==> src/design/clock_gating_cfg.svh <==
// constants for the clock gating and main oscillator control block
// assumes a byte-addressed register port with 8-bit addresses
`ifndef CLOCK_GATING_CFG_SVH
`define CLOCK_GATING_CFG_SVH

// register byte offsets
`define OFS_SYS_EN 8'h00
`define OFS_SYS_DIS 8'h04
`define OFS_SYS_STAT 8'h08
`define OFS_PER_EN 8'h10
`define OFS_PER_DIS 8'h14
`define OFS_PER_STAT 8'h18
`define OFS_OSC_CTRL 8'h20
`define OFS_PWR_STAT 8'h68
`define OFS_IRQ_STAT 8'h80
`define OFS_IRQ_MASK 8'h84

// system clock bit positions
`define BIT_CPU 0
`define BIT_HOST 6
`define BIT_DEV 7
`define BIT_PROG_LO 8
`define BIT_PROG_HI 11
`define BIT_BUS 16
`define SYS_VALID_MASK 32'h00010fc1
`define PER_VALID_MASK 32'hfffffffc

// oscillator control fields
`define BIT_OSC_EN 0
`define BIT_OSC_BYP 1
`define OSC_CNT_LO 8
`define OSC_CNT_HI 15
`define OSC_CNT_MULT_LOG2 3

// status and interrupt bits
`define BIT_STABLE 0
`define IRQ_STABLE_UP 0
`define IRQ_STABLE_LOST 1

// reset values
`define SYS_STAT_RESET 32'h00000003
`define PER_STAT_RESET 32'h00000000
`define OSC_CTRL_RESET 32'h00000000
`define IRQ_RESET 2'h0

// timing: slow clock derived from the system clock
`define SYS_CLK_HZ 200000000
`define SLOW_CLK_HZ 32768
`define SLOW_DIV_CYCLES (`SYS_CLK_HZ / `SLOW_CLK_HZ)

`endif

==> src/design/clock_gating_pkg.sv <==
// types shared by the clock gating block and its users
// assumes the constants header is included by the design file
package clock_gating_pkg;

  typedef struct packed {
    logic [7:0] addr;
    logic [31:0] wdata;
    logic wr;
    logic rd;
  } bus_req_s;

  typedef struct packed {
    logic cpuClk;
    logic hostPortClk;
    logic devicePortClk;
    logic [3:0] progClockOut;
    logic busClockOut;
  } clk_gates_s;

  typedef enum logic [1:0] {
    OSC_OFF = 2'b00,
    OSC_STARTING = 2'b01,
    OSC_STABLE = 2'b10,
    OSC_BYPASSED = 2'b11
  } osc_state_e;

endpackage

==> src/design/clock_gating_and_main_osc_ctrl.sv <==
// clock gating control and main oscillator control with register port
// assumes one 200 MHz clock, synchronous reset, a master that never waits
//
// Implementation choices: the plain strobed port and the register offsets.
`timescale 1ns/1ps
`include "clock_gating_cfg.svh"

// Contract
// - writing one to set register bit 0 enables the processor clock; zeros change nothing
// - host port set bit turns on both host port clocks; this block has a single hostPortClk gate, on bit 6
// - set register bit 7 turns on the device port clock
// - set register bits 8 to 11 enable the four programmable clock outputs
// - set register bit 16 enables the bus clock output
// - clear register bit 0 stops the processor clock, idling it; zeros do nothing
// - clear register uses the same bits and disables the named clocks
// - system status register reads one per enabled clock, zero per disabled
// - peripheral set register bits 2 to 31 enable peripheral clocks
// - bits of unimplemented peripherals have no effect
// - peripheral clear register bits 2 to 31 disable peripheral clocks
// - peripheral status register reads one per enabled peripheral clock
// - oscillator control bit 0 enables or disables the main oscillator
// - stable flag rises only after the programmed start-up time elapses
// - bypass bit 1 uses the external clock and sets stable at once
// - clearing both enable and bypass resets the stable flag
// - start-up count bits 8 to 15 give delay of count times 8 slow cycles
module clock_gating_and_main_osc_ctrl
  import clock_gating_pkg::*;
#(
  parameter logic [31:0] PERIPH_IMPL = `PER_VALID_MASK,
  parameter int SLOW_DIV = `SLOW_DIV_CYCLES
) (
  input wire logic sys_clk,
  input wire logic reset,
  input wire bus_req_s busReq,
  output logic [31:0] rdata,
  output clk_gates_s clkGates,
  output logic [31:0] periphClkEn,
  output logic mainOscEnable,
  output logic xtalBypass,
  output logic mainOscStable,
  output logic irq
);

  localparam int DIV_W = $clog2(SLOW_DIV + 1);
  localparam logic [DIV_W-1:0] DIV_LAST = DIV_W'(SLOW_DIV - 1);

  // set and clear bits act only where implemented, clear beating set; the mask drops the rest
  function automatic logic [31:0] applyGate(
    input logic [31:0] cur,
    input logic [31:0] setBits,
    input logic [31:0] clrBits,
    input logic [31:0] valid
  );
    logic [31:0] res;
    res = (cur | (setBits & valid)) & ~(clrBits & valid);
    return res & valid;
  endfunction

  // decode a write strobe to one offset
  function automatic logic hit(
    input bus_req_s req,
    input logic [7:0] ofs
  );
    return req.wr && (req.addr == ofs);
  endfunction

  logic [31:0] sysEn_q;
  logic [31:0] sysEn_d;
  logic [31:0] perEn_q;
  logic [31:0] perEn_d;
  logic oscEn_q;
  logic oscByp_q;
  logic [7:0] oscCount_q;
  osc_state_e oscState_q;
  logic stable_q;
  logic stablePrev_q;
  logic [DIV_W-1:0] divCnt_q;
  logic slowTick_q;
  logic [10:0] startCnt_q;
  logic [10:0] startTarget;
  logic [1:0] irqStat_q;
  logic [1:0] irqMask_q;
  logic [1:0] irqEvents;
  logic [31:0] rdata_q;
  logic irq_q;

  // system clock gates: set and clear strobes are separate offsets
  always_comb begin
    sysEn_d = sysEn_q;
    if (hit(busReq, `OFS_SYS_EN)) begin
      // bits 0, 6, 7, 8..11, 16 in one masked set
      sysEn_d = applyGate(sysEn_q, busReq.wdata, 32'h0, `SYS_VALID_MASK);
    end else if (hit(busReq, `OFS_SYS_DIS)) begin
      // clearing bit 0 idles the processor until a set re-enables it
      sysEn_d = applyGate(sysEn_q, 32'h0, busReq.wdata, `SYS_VALID_MASK);
    end
  end

  always_ff @(posedge sys_clk) begin
    if (reset) begin
      sysEn_q <= `SYS_STAT_RESET & `SYS_VALID_MASK;
    end else begin
      sysEn_q <= sysEn_d;
    end
  end

  // peripheral clock gates; unimplemented identifiers never store a one
  always_comb begin
    perEn_d = perEn_q;
    if (hit(busReq, `OFS_PER_EN)) begin
      perEn_d = applyGate(perEn_q, busReq.wdata, 32'h0, PERIPH_IMPL & `PER_VALID_MASK);
    end else if (hit(busReq, `OFS_PER_DIS)) begin
      perEn_d = applyGate(perEn_q, 32'h0, busReq.wdata, PERIPH_IMPL & `PER_VALID_MASK);
    end
  end

  always_ff @(posedge sys_clk) begin
    if (reset) begin
      perEn_q <= `PER_STAT_RESET;
    end else begin
      perEn_q <= perEn_d;
    end
  end

  // oscillator control register fields
  always_ff @(posedge sys_clk) begin
    if (reset) begin
      // reset fields cut from the register's reset word on purpose
      oscEn_q <= 1'((`OSC_CTRL_RESET) >> `BIT_OSC_EN);
      oscByp_q <= 1'((`OSC_CTRL_RESET) >> `BIT_OSC_BYP);
      oscCount_q <= 8'((`OSC_CTRL_RESET) >> `OSC_CNT_LO);
    end else if (hit(busReq, `OFS_OSC_CTRL)) begin
      oscEn_q <= busReq.wdata[`BIT_OSC_EN];
      oscByp_q <= busReq.wdata[`BIT_OSC_BYP];
      oscCount_q <= busReq.wdata[`OSC_CNT_HI:`OSC_CNT_LO];
    end
  end

  // slow clock enable from a free divider; the start-up count ticks on it
  always_ff @(posedge sys_clk) begin
    if (reset) begin
      divCnt_q <= '0;
      slowTick_q <= 1'b0;
    end else if (divCnt_q == DIV_LAST) begin
      divCnt_q <= '0;
      slowTick_q <= 1'b1;
    end else begin
      divCnt_q <= DIV_W'(divCnt_q + 1'b1);
      slowTick_q <= 1'b0;
    end
  end

  // count value times eight slow cycles
  assign startTarget = {oscCount_q, 3'b000};

  // start-up sequencer; a new count written mid-start applies at once
  always_ff @(posedge sys_clk) begin
    if (reset) begin
      oscState_q <= OSC_OFF;
      startCnt_q <= 11'h000;
      stable_q <= 1'b0;
    end else begin
      case (oscState_q)
        OSC_OFF: begin
          startCnt_q <= 11'h000;
          stable_q <= 1'b0;
          // bypass wins if software breaks the exclusive use of the two bits
          if (oscByp_q) begin
            oscState_q <= OSC_BYPASSED;
          end else if (oscEn_q) begin
            oscState_q <= OSC_STARTING;
          end
        end
        OSC_STARTING: begin
          if (!oscEn_q && !oscByp_q) begin
            oscState_q <= OSC_OFF;
          end else if (oscByp_q) begin
            oscState_q <= OSC_BYPASSED;
          end else if (startCnt_q >= startTarget) begin
            // flag only after the full programmed delay
            stable_q <= 1'b1;
            oscState_q <= OSC_STABLE;
          end else if (slowTick_q) begin
            startCnt_q <= 11'(startCnt_q + 1'b1);
          end
        end
        OSC_STABLE: begin
          if (!oscEn_q && !oscByp_q) begin
            stable_q <= 1'b0;
            oscState_q <= OSC_OFF;
          end else if (oscByp_q) begin
            oscState_q <= OSC_BYPASSED;
          end
        end
        OSC_BYPASSED: begin
          // external clock needs no start-up time
          stable_q <= 1'b1;
          if (!oscEn_q && !oscByp_q) begin
            stable_q <= 1'b0;
            oscState_q <= OSC_OFF;
          end else if (!oscByp_q) begin
            stable_q <= 1'b0;
            startCnt_q <= 11'h000;
            oscState_q <= OSC_STARTING;
          end
        end
        default: begin
          oscState_q <= OSC_OFF;
        end
      endcase
    end
  end

  // edge history of the stable flag for interrupt events
  always_ff @(posedge sys_clk) begin
    if (reset) begin
      stablePrev_q <= 1'b0;
    end else begin
      stablePrev_q <= stable_q;
    end
  end

  assign irqEvents[`IRQ_STABLE_UP] = stable_q && !stablePrev_q;
  assign irqEvents[`IRQ_STABLE_LOST] = !stable_q && stablePrev_q;

  // sticky status, write one to clear; an event in the clear cycle survives
  always_ff @(posedge sys_clk) begin
    if (reset) begin
      irqStat_q <= `IRQ_RESET;
    end else if (hit(busReq, `OFS_IRQ_STAT)) begin
      irqStat_q <= (irqStat_q & ~busReq.wdata[1:0]) | irqEvents;
    end else begin
      irqStat_q <= irqStat_q | irqEvents;
    end
  end

  always_ff @(posedge sys_clk) begin
    if (reset) begin
      irqMask_q <= `IRQ_RESET;
    end else if (hit(busReq, `OFS_IRQ_MASK)) begin
      irqMask_q <= busReq.wdata[1:0];
    end
  end

  // level interrupt, one cycle behind the status bits
  always_ff @(posedge sys_clk) begin
    if (reset) begin
      irq_q <= 1'b0;
    end else begin
      irq_q <= |(irqStat_q & irqMask_q);
    end
  end

  // read data valid in the cycle after the strobe only
  always_ff @(posedge sys_clk) begin
    if (reset) begin
      rdata_q <= 32'h0;
    end else if (!busReq.rd) begin
      rdata_q <= 32'h0;
    end else if (busReq.addr == `OFS_SYS_STAT) begin
      rdata_q <= sysEn_q;
    end else if (busReq.addr == `OFS_PER_STAT) begin
      rdata_q <= perEn_q;
    end else if (busReq.addr == `OFS_OSC_CTRL) begin
      rdata_q <= {16'h0, oscCount_q, 6'h0, oscByp_q, oscEn_q};
    end else if (busReq.addr == `OFS_PWR_STAT) begin
      rdata_q <= {31'h0, stable_q};
    end else if (busReq.addr == `OFS_IRQ_STAT) begin
      rdata_q <= {30'h0, irqStat_q};
    end else if (busReq.addr == `OFS_IRQ_MASK) begin
      rdata_q <= {30'h0, irqMask_q};
    end else begin
      // set/clear registers and unmapped space read zero
      rdata_q <= 32'h0;
    end
  end

  // outputs straight from flops; status writes other than interrupt status clears fall through decode unused
  assign rdata = rdata_q;
  assign clkGates.cpuClk = sysEn_q[`BIT_CPU];
  assign clkGates.hostPortClk = sysEn_q[`BIT_HOST];
  assign clkGates.devicePortClk = sysEn_q[`BIT_DEV];
  assign clkGates.progClockOut = sysEn_q[`BIT_PROG_HI:`BIT_PROG_LO];
  assign clkGates.busClockOut = sysEn_q[`BIT_BUS];
  assign periphClkEn = perEn_q;
  assign mainOscEnable = oscEn_q;
  assign xtalBypass = oscByp_q;
  assign mainOscStable = stable_q;
  assign irq = irq_q;

endmodule

==> config.mk <==
export PLATFORM = sky130hd
export DESIGN_NAME = clock_gating_and_main_osc_ctrl
export DESIGN_NICKNAME = d
export VERILOG_FILES = /design/src/design/clock_gating_pkg.sv /design/src/design/clock_gating_and_main_osc_ctrl.sv
export VERILOG_INCLUDE_DIRS = /design/src /design/src/design
export SDC_FILE = /design/constraint.sdc
export NUM_CORES = 1
export LEC_CHECK = 0
export ABC_CLOCK_PERIOD_IN_PS = 5100
export CAP_MARGIN = 40
export CORE_ASPECT_RATIO = 1.75
export CORE_MARGIN = 3
export CORE_UTILIZATION = 30
export CTS_BUF_LIST = sky130_fd_sc_hd__clkbuf_4 sky130_fd_sc_hd__clkbuf_8 sky130_fd_sc_hd__clkbuf_16
export DETAILED_ROUTE_END_ITERATION = 10
export DONT_BUFFER_PORTS = 1
export GPL_TIMING_DRIVEN = 0
export PLACE_DENSITY_LB_ADDON = 0.12
export SLEW_MARGIN = 10
export SYNTH_ARGS = -nofsm -noshare
export SYNTH_HDL_FRONTEND = slang
export SYNTH_SLANG_ARGS = --single-unit
export TNS_END_PERCENT = 10
==> constraint.sdc <==
create_clock -name sys_clk -period 5.1 [get_ports sys_clk]
set_input_delay 0.255 -clock sys_clk [delete_from_list [all_inputs] [get_ports sys_clk]]
set_output_delay 0.255 -clock sys_clk [all_outputs]
set_load 0.01 [all_outputs]
# Yosys cells after proc, flatten, opt, wreduce, memory -nomap -nowiden
# Cells that the tools add are included.
[totals] reg_bits=114 in_bits=44 wordCells=120 out_inout_bits=76
[op_classes] n_bitwise=12 muxes=36 n_eq_ne=25 addsub=2 order_cmp=1 n_reduce_logical=27
[op_table] cell="2-to-1 mux 32 bit" n=3
[op_table] cell="2-to-1 mux 11 bit" n=6
[op_table] cell="2-to-1 mux 17 bit" n=3
[op_table] cell="case mux 11 bit (3 select lines)" n=1
[op_table] cell="bitwise AND 32 bit" n=1
[op_table] cell="inverter 32 bit" n=1
[op_table] cell="OR 32 bit" n=1
[op_table] cell="2-to-1 mux 2 bit" n=13
[op_table] cell="equality test 8 x 5 -> 1 bit, second input constant" n=3
[op_table] cell="bitwise AND 17 bit" n=1
[op_table] cell="inverter 17 bit" n=1
[op_table] cell="OR 17 bit" n=1
[op_table] cell="equality test 8 bit, second input constant" n=2
[op_table] cell="2-to-1 mux 16 bit" n=1
[op_table] cell="inequality test 2 bit, second input constant" n=8
[op_table] cell="adder 13 x 1 -> 13 bit, second input constant" n=1
[op_table] cell="equality test 13 bit, second input constant" n=1
[op_table] cell="adder 11 x 1 -> 11 bit, second input constant" n=1
[op_table] cell="greater-or-equal comparator 11 bit" n=1
[op_table] cell="logical AND 1 bit" n=10
[op_table] cell="inequality test 3 bit, second input constant" n=3
[op_table] cell="equality test 8 x 3 -> 1 bit, second input constant" n=1
[op_table] cell="equality test 8 x 4 -> 1 bit, second input constant" n=1
[op_table] cell="equality test 8 x 6 -> 1 bit, second input constant" n=1
[op_table] cell="other kinds (21)" n=37

# Depth between registers and ports, before layout
# Gate-level depths: netlist of run 1.
[depth] ltp_word=7 mapped_depth=7 mapped_depth_nobuf=7

# Worst setup path before layout of run 1
# Ideal clock, no wire load.
[synth_timing] path_kind="register to register" start="reg oscCount_q[3]" end="reg startCnt_q[10]" arrival_ns=1.708 path_buffers=0 period_less_slack_ns=1.829 required_ns=4.978 slack_ns=3.271 stages_incl_launch_ff=8 path_cell_list="dfxtp_1 > inv_1 > ha_1 > a211oi_2 > nand3_2 > a211oi_2 > nor2b_1 > a221o_1"
[synth_between] elab_chain_cells=3
[synth_lines] element="start, declared" line="clock_gating_and_main_osc_ctrl.sv:73" text="logic [7:0] oscCount_q;"
[synth_lines] element="start signal, assigned" line="clock_gating_and_main_osc_ctrl.sv:131" text="oscCount_q <= 8'((`OSC_CTRL_RESET) >> `OSC_CNT_LO);"
[synth_lines] element="start signal, assigned" line="clock_gating_and_main_osc_ctrl.sv:135" text="oscCount_q <= busReq.wdata[`OSC_CNT_HI:`OSC_CNT_LO];"
[synth_lines] element="greater-or-equal comparator 11 bit" line="clock_gating_and_main_osc_ctrl.sv:179" text="end else if (startCnt_q >= startTarget) begin"
[synth_lines] element="inequality test 2 bit (no line)"
[synth_lines] element="AND reduction 7 bit (no line)"
[synth_lines] element="end signal, assigned" line="clock_gating_and_main_osc_ctrl.sv:184" text="startCnt_q <= 11'(startCnt_q + 1'b1);"
[synth_lines] element="end, declared" line="clock_gating_and_main_osc_ctrl.sv:79" text="logic [10:0] startCnt_q;"
# Every way passes these cells.
# A chain may end at the register's enable or synchronous reset.

# Worst setup path in the final report of run 1
[layout_timing] start="reg oscCount_q[2]" end="reg startCnt_q[7]"
# The elaborated chain is that of the path after synthesis.

==> results.cfg, run 1 <==
[sta]
setup_viol = 0
worst_pin_slew_ns = 0.831
fmax_mhz = 464
period_share_pct = 42.2
timing.setup.tns_ns = 0
hold_violations = 0
drv_slew = 0
maxSlewHeadroom_pct = 44.6
finClkSkew_ns = 0.00898
finalCriticalPeriod_ns = 2.15
rsz0062_at_grt = false

[critical_path]
crit_type = flop to flop
reg2reg_to = startCnt_q[7]
rr_startpoint = oscCount_q[2]
critPathLaunch = oscCount_q[2]
r2r_slack_ns = 2.95
worstPathArrival_ns = 2.43
endpoint_kind = flop
worstRegToRegCells = 7
cp-start-kind = flop
crit_required_ns = 5.38
crit_path_end = startCnt_q[7]
cp_max_fo = 7

[logic_synthesis]
ys_ff_latch = 114
synth_ff_type = dfxtp_1
seq_area_frac_synth_pct = 46.3
synth_cells = 496
synth_commonest_cells = dfxtp_1, nor2_1, nand2_1
synth.avg_cell_area_um2 = 9.95
synth_top_area_share_pct = 46.3
async_reset_ff_share_pct = 0
synth.most_common_cell = dfxtp_1
synth-edff-count = 0
synth_area_leaders = dfxtp_1, mux2i_1, a311oi_2, nor2_1, a21oi_1
yosys.cell_types.count = 61
syn-cell-area_um2 = 4930
synth_area_leader_cell = dfxtp_1
ys_warn_count = 0

[die]
start_util_pct = 30.8
dieArea_um2 = 18100
rows = 61
core_um2 = 16000
io_pins = 120
dieHeight_um = 176
die_w_um = 103

[clock_network]
cts_root_buffer = clkbuf_16
clkTransAtPathRegs_ns = 0.06
numClockSinks = 114
clockBufferDepth = 2
cts_resized = 0
cts_made_buffers = 17
cts_tree = yes
htreeDepth = 4
clkLatencyLatePin_ns = 0.41

[worst_hold_path]
whs_path_depth = 2
hold_path_class = input port to flop

[placed_design]
gp_congestion = 0.786
dp_cells = 686
numPortBuffers = 0
hpwl_um = 10600
postPlaceCellArea_um2 = 5170

[routing]
wl_per_cell_um = 19.2
via_per_inst = 5.23
drt-total-wl_um = 14200
firstDrtPassIters = 4
vias = 3847
ant_nets = 0
first_iter_violations = 105
drc_errors = 0

[power]
totalPowerFinal_mw = 2.20
ir_drop_uv = 179
power.leakage_nw = 2.21
power_density_nw_per_um2 = 368

[finish]
antenna_cells = 0
syn_to_final_growth_pct = 20.9
finalNetCount = 590
final_cells = 736
design_area_um2 = 5970
drive_gt1_share_pct = 17.6
fillers = 1602

[global_routing]
gr-usage-met2_pct = 30.2
antenna_found_initial = 0
overflow = 0
track_usage_pct = 16.1
top_usage_layer = met2
grt_use_met1_pct = 15.9
grt_use_met3_pct = 4.17
grt_pass1_vias = 3883
grt_max_degree = 17
grt_pass1_wl_um = 21900

[flow_run]
drv_cap = 0

[run_status]
status = completed
-- worst min path at each step --
stage / start / to
after floorplan: busReq[10] / flop
after global placement: busReq[10] / flop
after detailed placement: busReq[13] / flop
after CTS: busReq[2] / irqMask_q[0]
after global routing: busReq[2] / irqMask_q[0]
final: busReq[2] / irqMask_q[0]
-- stage by stage --
stage	worst slack [ns]	util, %	hold slack (ns)
finish	2.95	37.2	0.0121
global route	2.71	37.2	0.00393
CTS	2.89	37.2	0.00331
detailed placement	2.92	32.3	0.372
global placement	2.95	32.3	0.367
floorplan	3.27	-	0.365
-- what timing repair did --
item | CTS | global route
endpoints found under the hold margin | 29 | 0
setup endpoints to repair | 0 | 0
hold buffers | 18 | 0
buffers inserted | 0 | 0
-- logic make-up (layout without fill, tap and decap cells) --
kind of cell / count (synthesis) / after routing / synth area share (%)
multiplexers: 37 / 37 / 7.63
flip-flops: 114 / 114 / 46.3
adder cells (fa/ha/maj): 12 / 12 / 3.04
other: 1 / 2 / 0.0760
buffers and inverters: 47 / 97 / 5.55
AND/OR/NAND/NOR: 175 / 175 / 18.7
XOR/XNOR: 9 / 9 / 1.60
AO/OA/AOI/OAI: 101 / 101 / 17.2
-- power breakdown --
part | switching [mW] | total (mW) | internal (mW)
Sequential | 0.00340 | 0.897 | 0.893
Combinational | 0.0376 | 0.0599 | 0.0223
Clock | 0.460 | 1.24 | 0.780
-- cell type report --
| class | count | area, um^2 | share of cell area [%] |
|---|---|---|---|
| well taps | 189 | 236 | 3.96 |
| inverters | 19 | 71.3 | 1.20 |
| clock inverters | 14 | 180 | 3.02 |
| plain buffers | 28 | 203 | 3.40 |
| repair buffers | 18 | 180 | 3.02 |
| flip-flops and latches | 114 | 2280 | 38.2 |
| clock buffers | 18 | 433 | 7.26 |
| multi-input cells | 336 | 2380 | 39.9 |
-- worst max-delay path: stages, from the launching register on --
cell      delay [ns]
dfxtp_1         0.35
inv_1           0.05
ha_1            0.27
o21ai_0         0.25
a21oi_1         0.21
a211oi_2        0.42
nand2b_1        0.34
a31oi_1         0.14
-- cell usage in the layout, fill, tap and decap left out, types with 15 or more instances in the layout --
cell type | synthesis | layout
nand3_1 | 15 | 15
a21oi_1 | 31 | 31
nand2_1 | 34 | 34
mux2i_1 | 32 | 32
inv_1 | 18 | 18
clkbuf_16 | 0 | 17
dlygate4sd3_1 | 0 | 18
and2_1 | 20 | 20
dfxtp_1 | 114 | 114
nor2_1 | 55 | 55
a311oi_2 | 16 | 16
-- routing by layer --
layer	wire length (um)	vias up
li1	-	1847
met1	5000	1866
met2	8000	112
met3	759	22
met4	408	0
met5	0	-
Note: power is estimated with default switching activity, not from simulation.
==> run 2, diff against run 1 <==
Settings changed: ABC_CLOCK_PERIOD_IN_PS 5100 to 1700.
Clock period 5.1 ns to 1.7 ns, I/O delays scaled along.
==> run 2 against run 1 <==
Clock-buffer cell count fell by 1. Combinational power rose to 3.9 times the previous value. The run now ends with negative setup slack left. Sequential power rose to 3.0 times the previous value. Highest routed layer unchanged. Maximum frequency rose by 18%. Utilization rose by 2.5 points. Sequential cell count did not move. Critical endpoint is now startCnt_q[4]. Sequential share of layout area fell by 2.2 points. Critical path depth did not move. Largest cell class unchanged. Routed wire length fell by 0.40%. Worst setup slack got worse by 3.1 ns. Via count rose by 0.96%. Clock skew rose by 0.0096 ns.
==> results.cfg, run 2 (synthesis results as in run 1) <==
[routing]
vias = 3884
dr_wl_met3_um = 795
wl_met2_um = 8140
ant_nets = 0
drc_errors = 0
first_iter_violations = 133
highest_layer = met4
m1WireLength_um = 4830
wl_per_cell_um = 18.4
firstDrtPassIters = 4
drt-total-wl_um = 14100
via_per_inst = 5.08

[placed_design]
gp_congestion = 0.837
hpwl_um = 10700
numPortBuffers = 0
place_ws_ns = -0.429

[sta]
finClkSkew_ns = 0.0186
worst_pin_slew_ns = 0.757
setup_viol = 13
rsz0062_at_grt = true
period_share_pct = 107
finalCriticalPeriod_ns = 1.82
hold_violations = 0
fmax_mhz = 550
maxSlewHeadroom_pct = 49.5
drv_slew = 0
setup_ws_ns = -0.118

[clock_network]
clkLatencyLatePin_ns = 0.42
clkTransAtPathRegs_ns = 0.06
cts_root_buffer = clkbuf_16
numClockSinks = 114
cts_made_buffers = 17
cts_tree = yes
clockBufferDepth = 2
htreeDepth = 4

[die]
dieHeight_um = 176
dieArea_um2 = 18100
start_util_pct = 30.8
rows = 61
core_um2 = 16000
io_pins = 120
die_w_um = 103

[power]
combPwrFrac_pct = 3.5
power.leakage_nw = 2.38
ir_drop_uv = 624
switchingPower_mw = 1.50
power_density_nw_per_um2 = 1060
seqPwrFrac_pct = 39.9
sw_frac_of_total_pct = 22.2
clkPwrFrac_pct = 56.6
intPower_mw = 5.25

[run_status]
status = complete, but fails checks
violations = negative setup slack

[worst_hold_path]
hp-start = busReq[37]
hold_path_class = input port to flop

[finish]
final_cell_mix = dfxtp_1, nor2_1, dlygate4sd3_1
fillers = 1601
layout_commonest_cell = dfxtp_1
finalNetCount = 619
multi_input_area_um2 = 2480
drive_gt1_share_pct = 21.7
antenna_cells = 0
final-seq-area_um2 = 2300
final_core_util_pct = 39.8
syn_to_final_growth_pct = 29.2

[critical_path]
crit_required_ns = 2.00
cp_max_fo = 3
rr_startpoint = startCnt_q[6]
crit_type = flop to flop
critPathLaunch = startCnt_q[6]
cp-start-kind = flop
worstPathArrival_ns = 2.12
endpoint_kind = flop

[global_routing]
track_usage_pct = 15.9
grt_pass1_wl_um = 21600
grt_max_degree = 17
antenna_found_initial = 0
grt_pass1_vias = 3892
overflow = 0

[flow_run]
drv_cap = 0
## run 2: changes by cell type in the layout (fill, tap and decap cells not counted), sizes merged
| cell | previous run | this run |
|---|---|---|
| dlygate4sd3 | 18 | 39 |
| buf | 22 | 30 |
| clkinvlp | 5 | 2 |
| clkbuf | 24 | 23 |
| bufinv | 3 | 4 |
| clkinv | 3 | 6 |
## run 2: per-stage QoR
| stage | area (um^2) | hold slack [ns] | power [mW] | setup TNS (ns) | instances |
|---|---|---|---|---|---|
| after global placement | 5200 | 0.196 | 2.88 | -4.39 | 686 |
| after floorplan | 4970 | 0.195 | 2.84 | -0.299 | 497 |
| after CTS | 6330 | 0.00324 | 6.83 | -1.27 | 763 |
| final | 6370 | 0.0117 | 6.74 | -1.07 | 765 |
| after global routing | 6370 | 0.0154 | 6.97 | -2.62 | 765 |
| after detailed placement | 5210 | 0.201 | 2.89 | -4.81 | 687 |
## run 2: area by class of cell
cell class                 count  share of cell area, %
clock buffer                  17                   6.67
multi-input combinational    336                   38.9
clock inverter                15                   3.24
sequential                   114                   36.0
inverter                      19                   1.12
buffer                        28                   3.18
tap                          189                   3.71
timing repair buffer          47                   7.13
## run 2: worst paths after layout
kind	end	slack (ns)	cells after the start
max reg2reg	startCnt_q[4]	-0.12	7
min	rdata[0]	0.01	4
min reg2reg	rdata[13]	0.48	1
max	startCnt_q[4]	-0.12	7
## run 2: critical path, stage by stage, from the launching register on
cell      delay, ns
dfxtp_4        0.35
ha_4           0.24
a211oi_2       0.21
nand3_2        0.19
a211oi_4       0.28
buf_4          0.17
nand4_1        0.12
mux2i_1        0.15
## run 2: timing repair
action / CTS / global route
hold buffers: 39 / 0
setup buffers: 5 / 2
endpoints found under the hold margin: 54 / 0
endpoints found under the setup margin: 14 / 20
pin swaps: 9 / 6
gates resized for setup: 17 / 6
gates cloned: 0 / 0
## run 2: power by group through the flow
stage | clock network, mW | registers [mW] | logic (mW)
2_1_floorplan | 0 | 2.74 | 0.0958
3_3_place_gp | 0 | 2.75 | 0.136
3_5_place_dp | 0 | 2.75 | 0.140
4_1_cts | 3.91 | 2.69 | 0.238
5_1_grt | 4.03 | 2.69 | 0.255
6_report | 3.82 | 2.69 | 0.236
## run 2: metal layers
metal,global-route usage (%),vias to the layer above
met3,4.85,22
met2,30.4,97
met5,0,-
li1,-,1902
met1,14.8,1863
met4,6.86,0
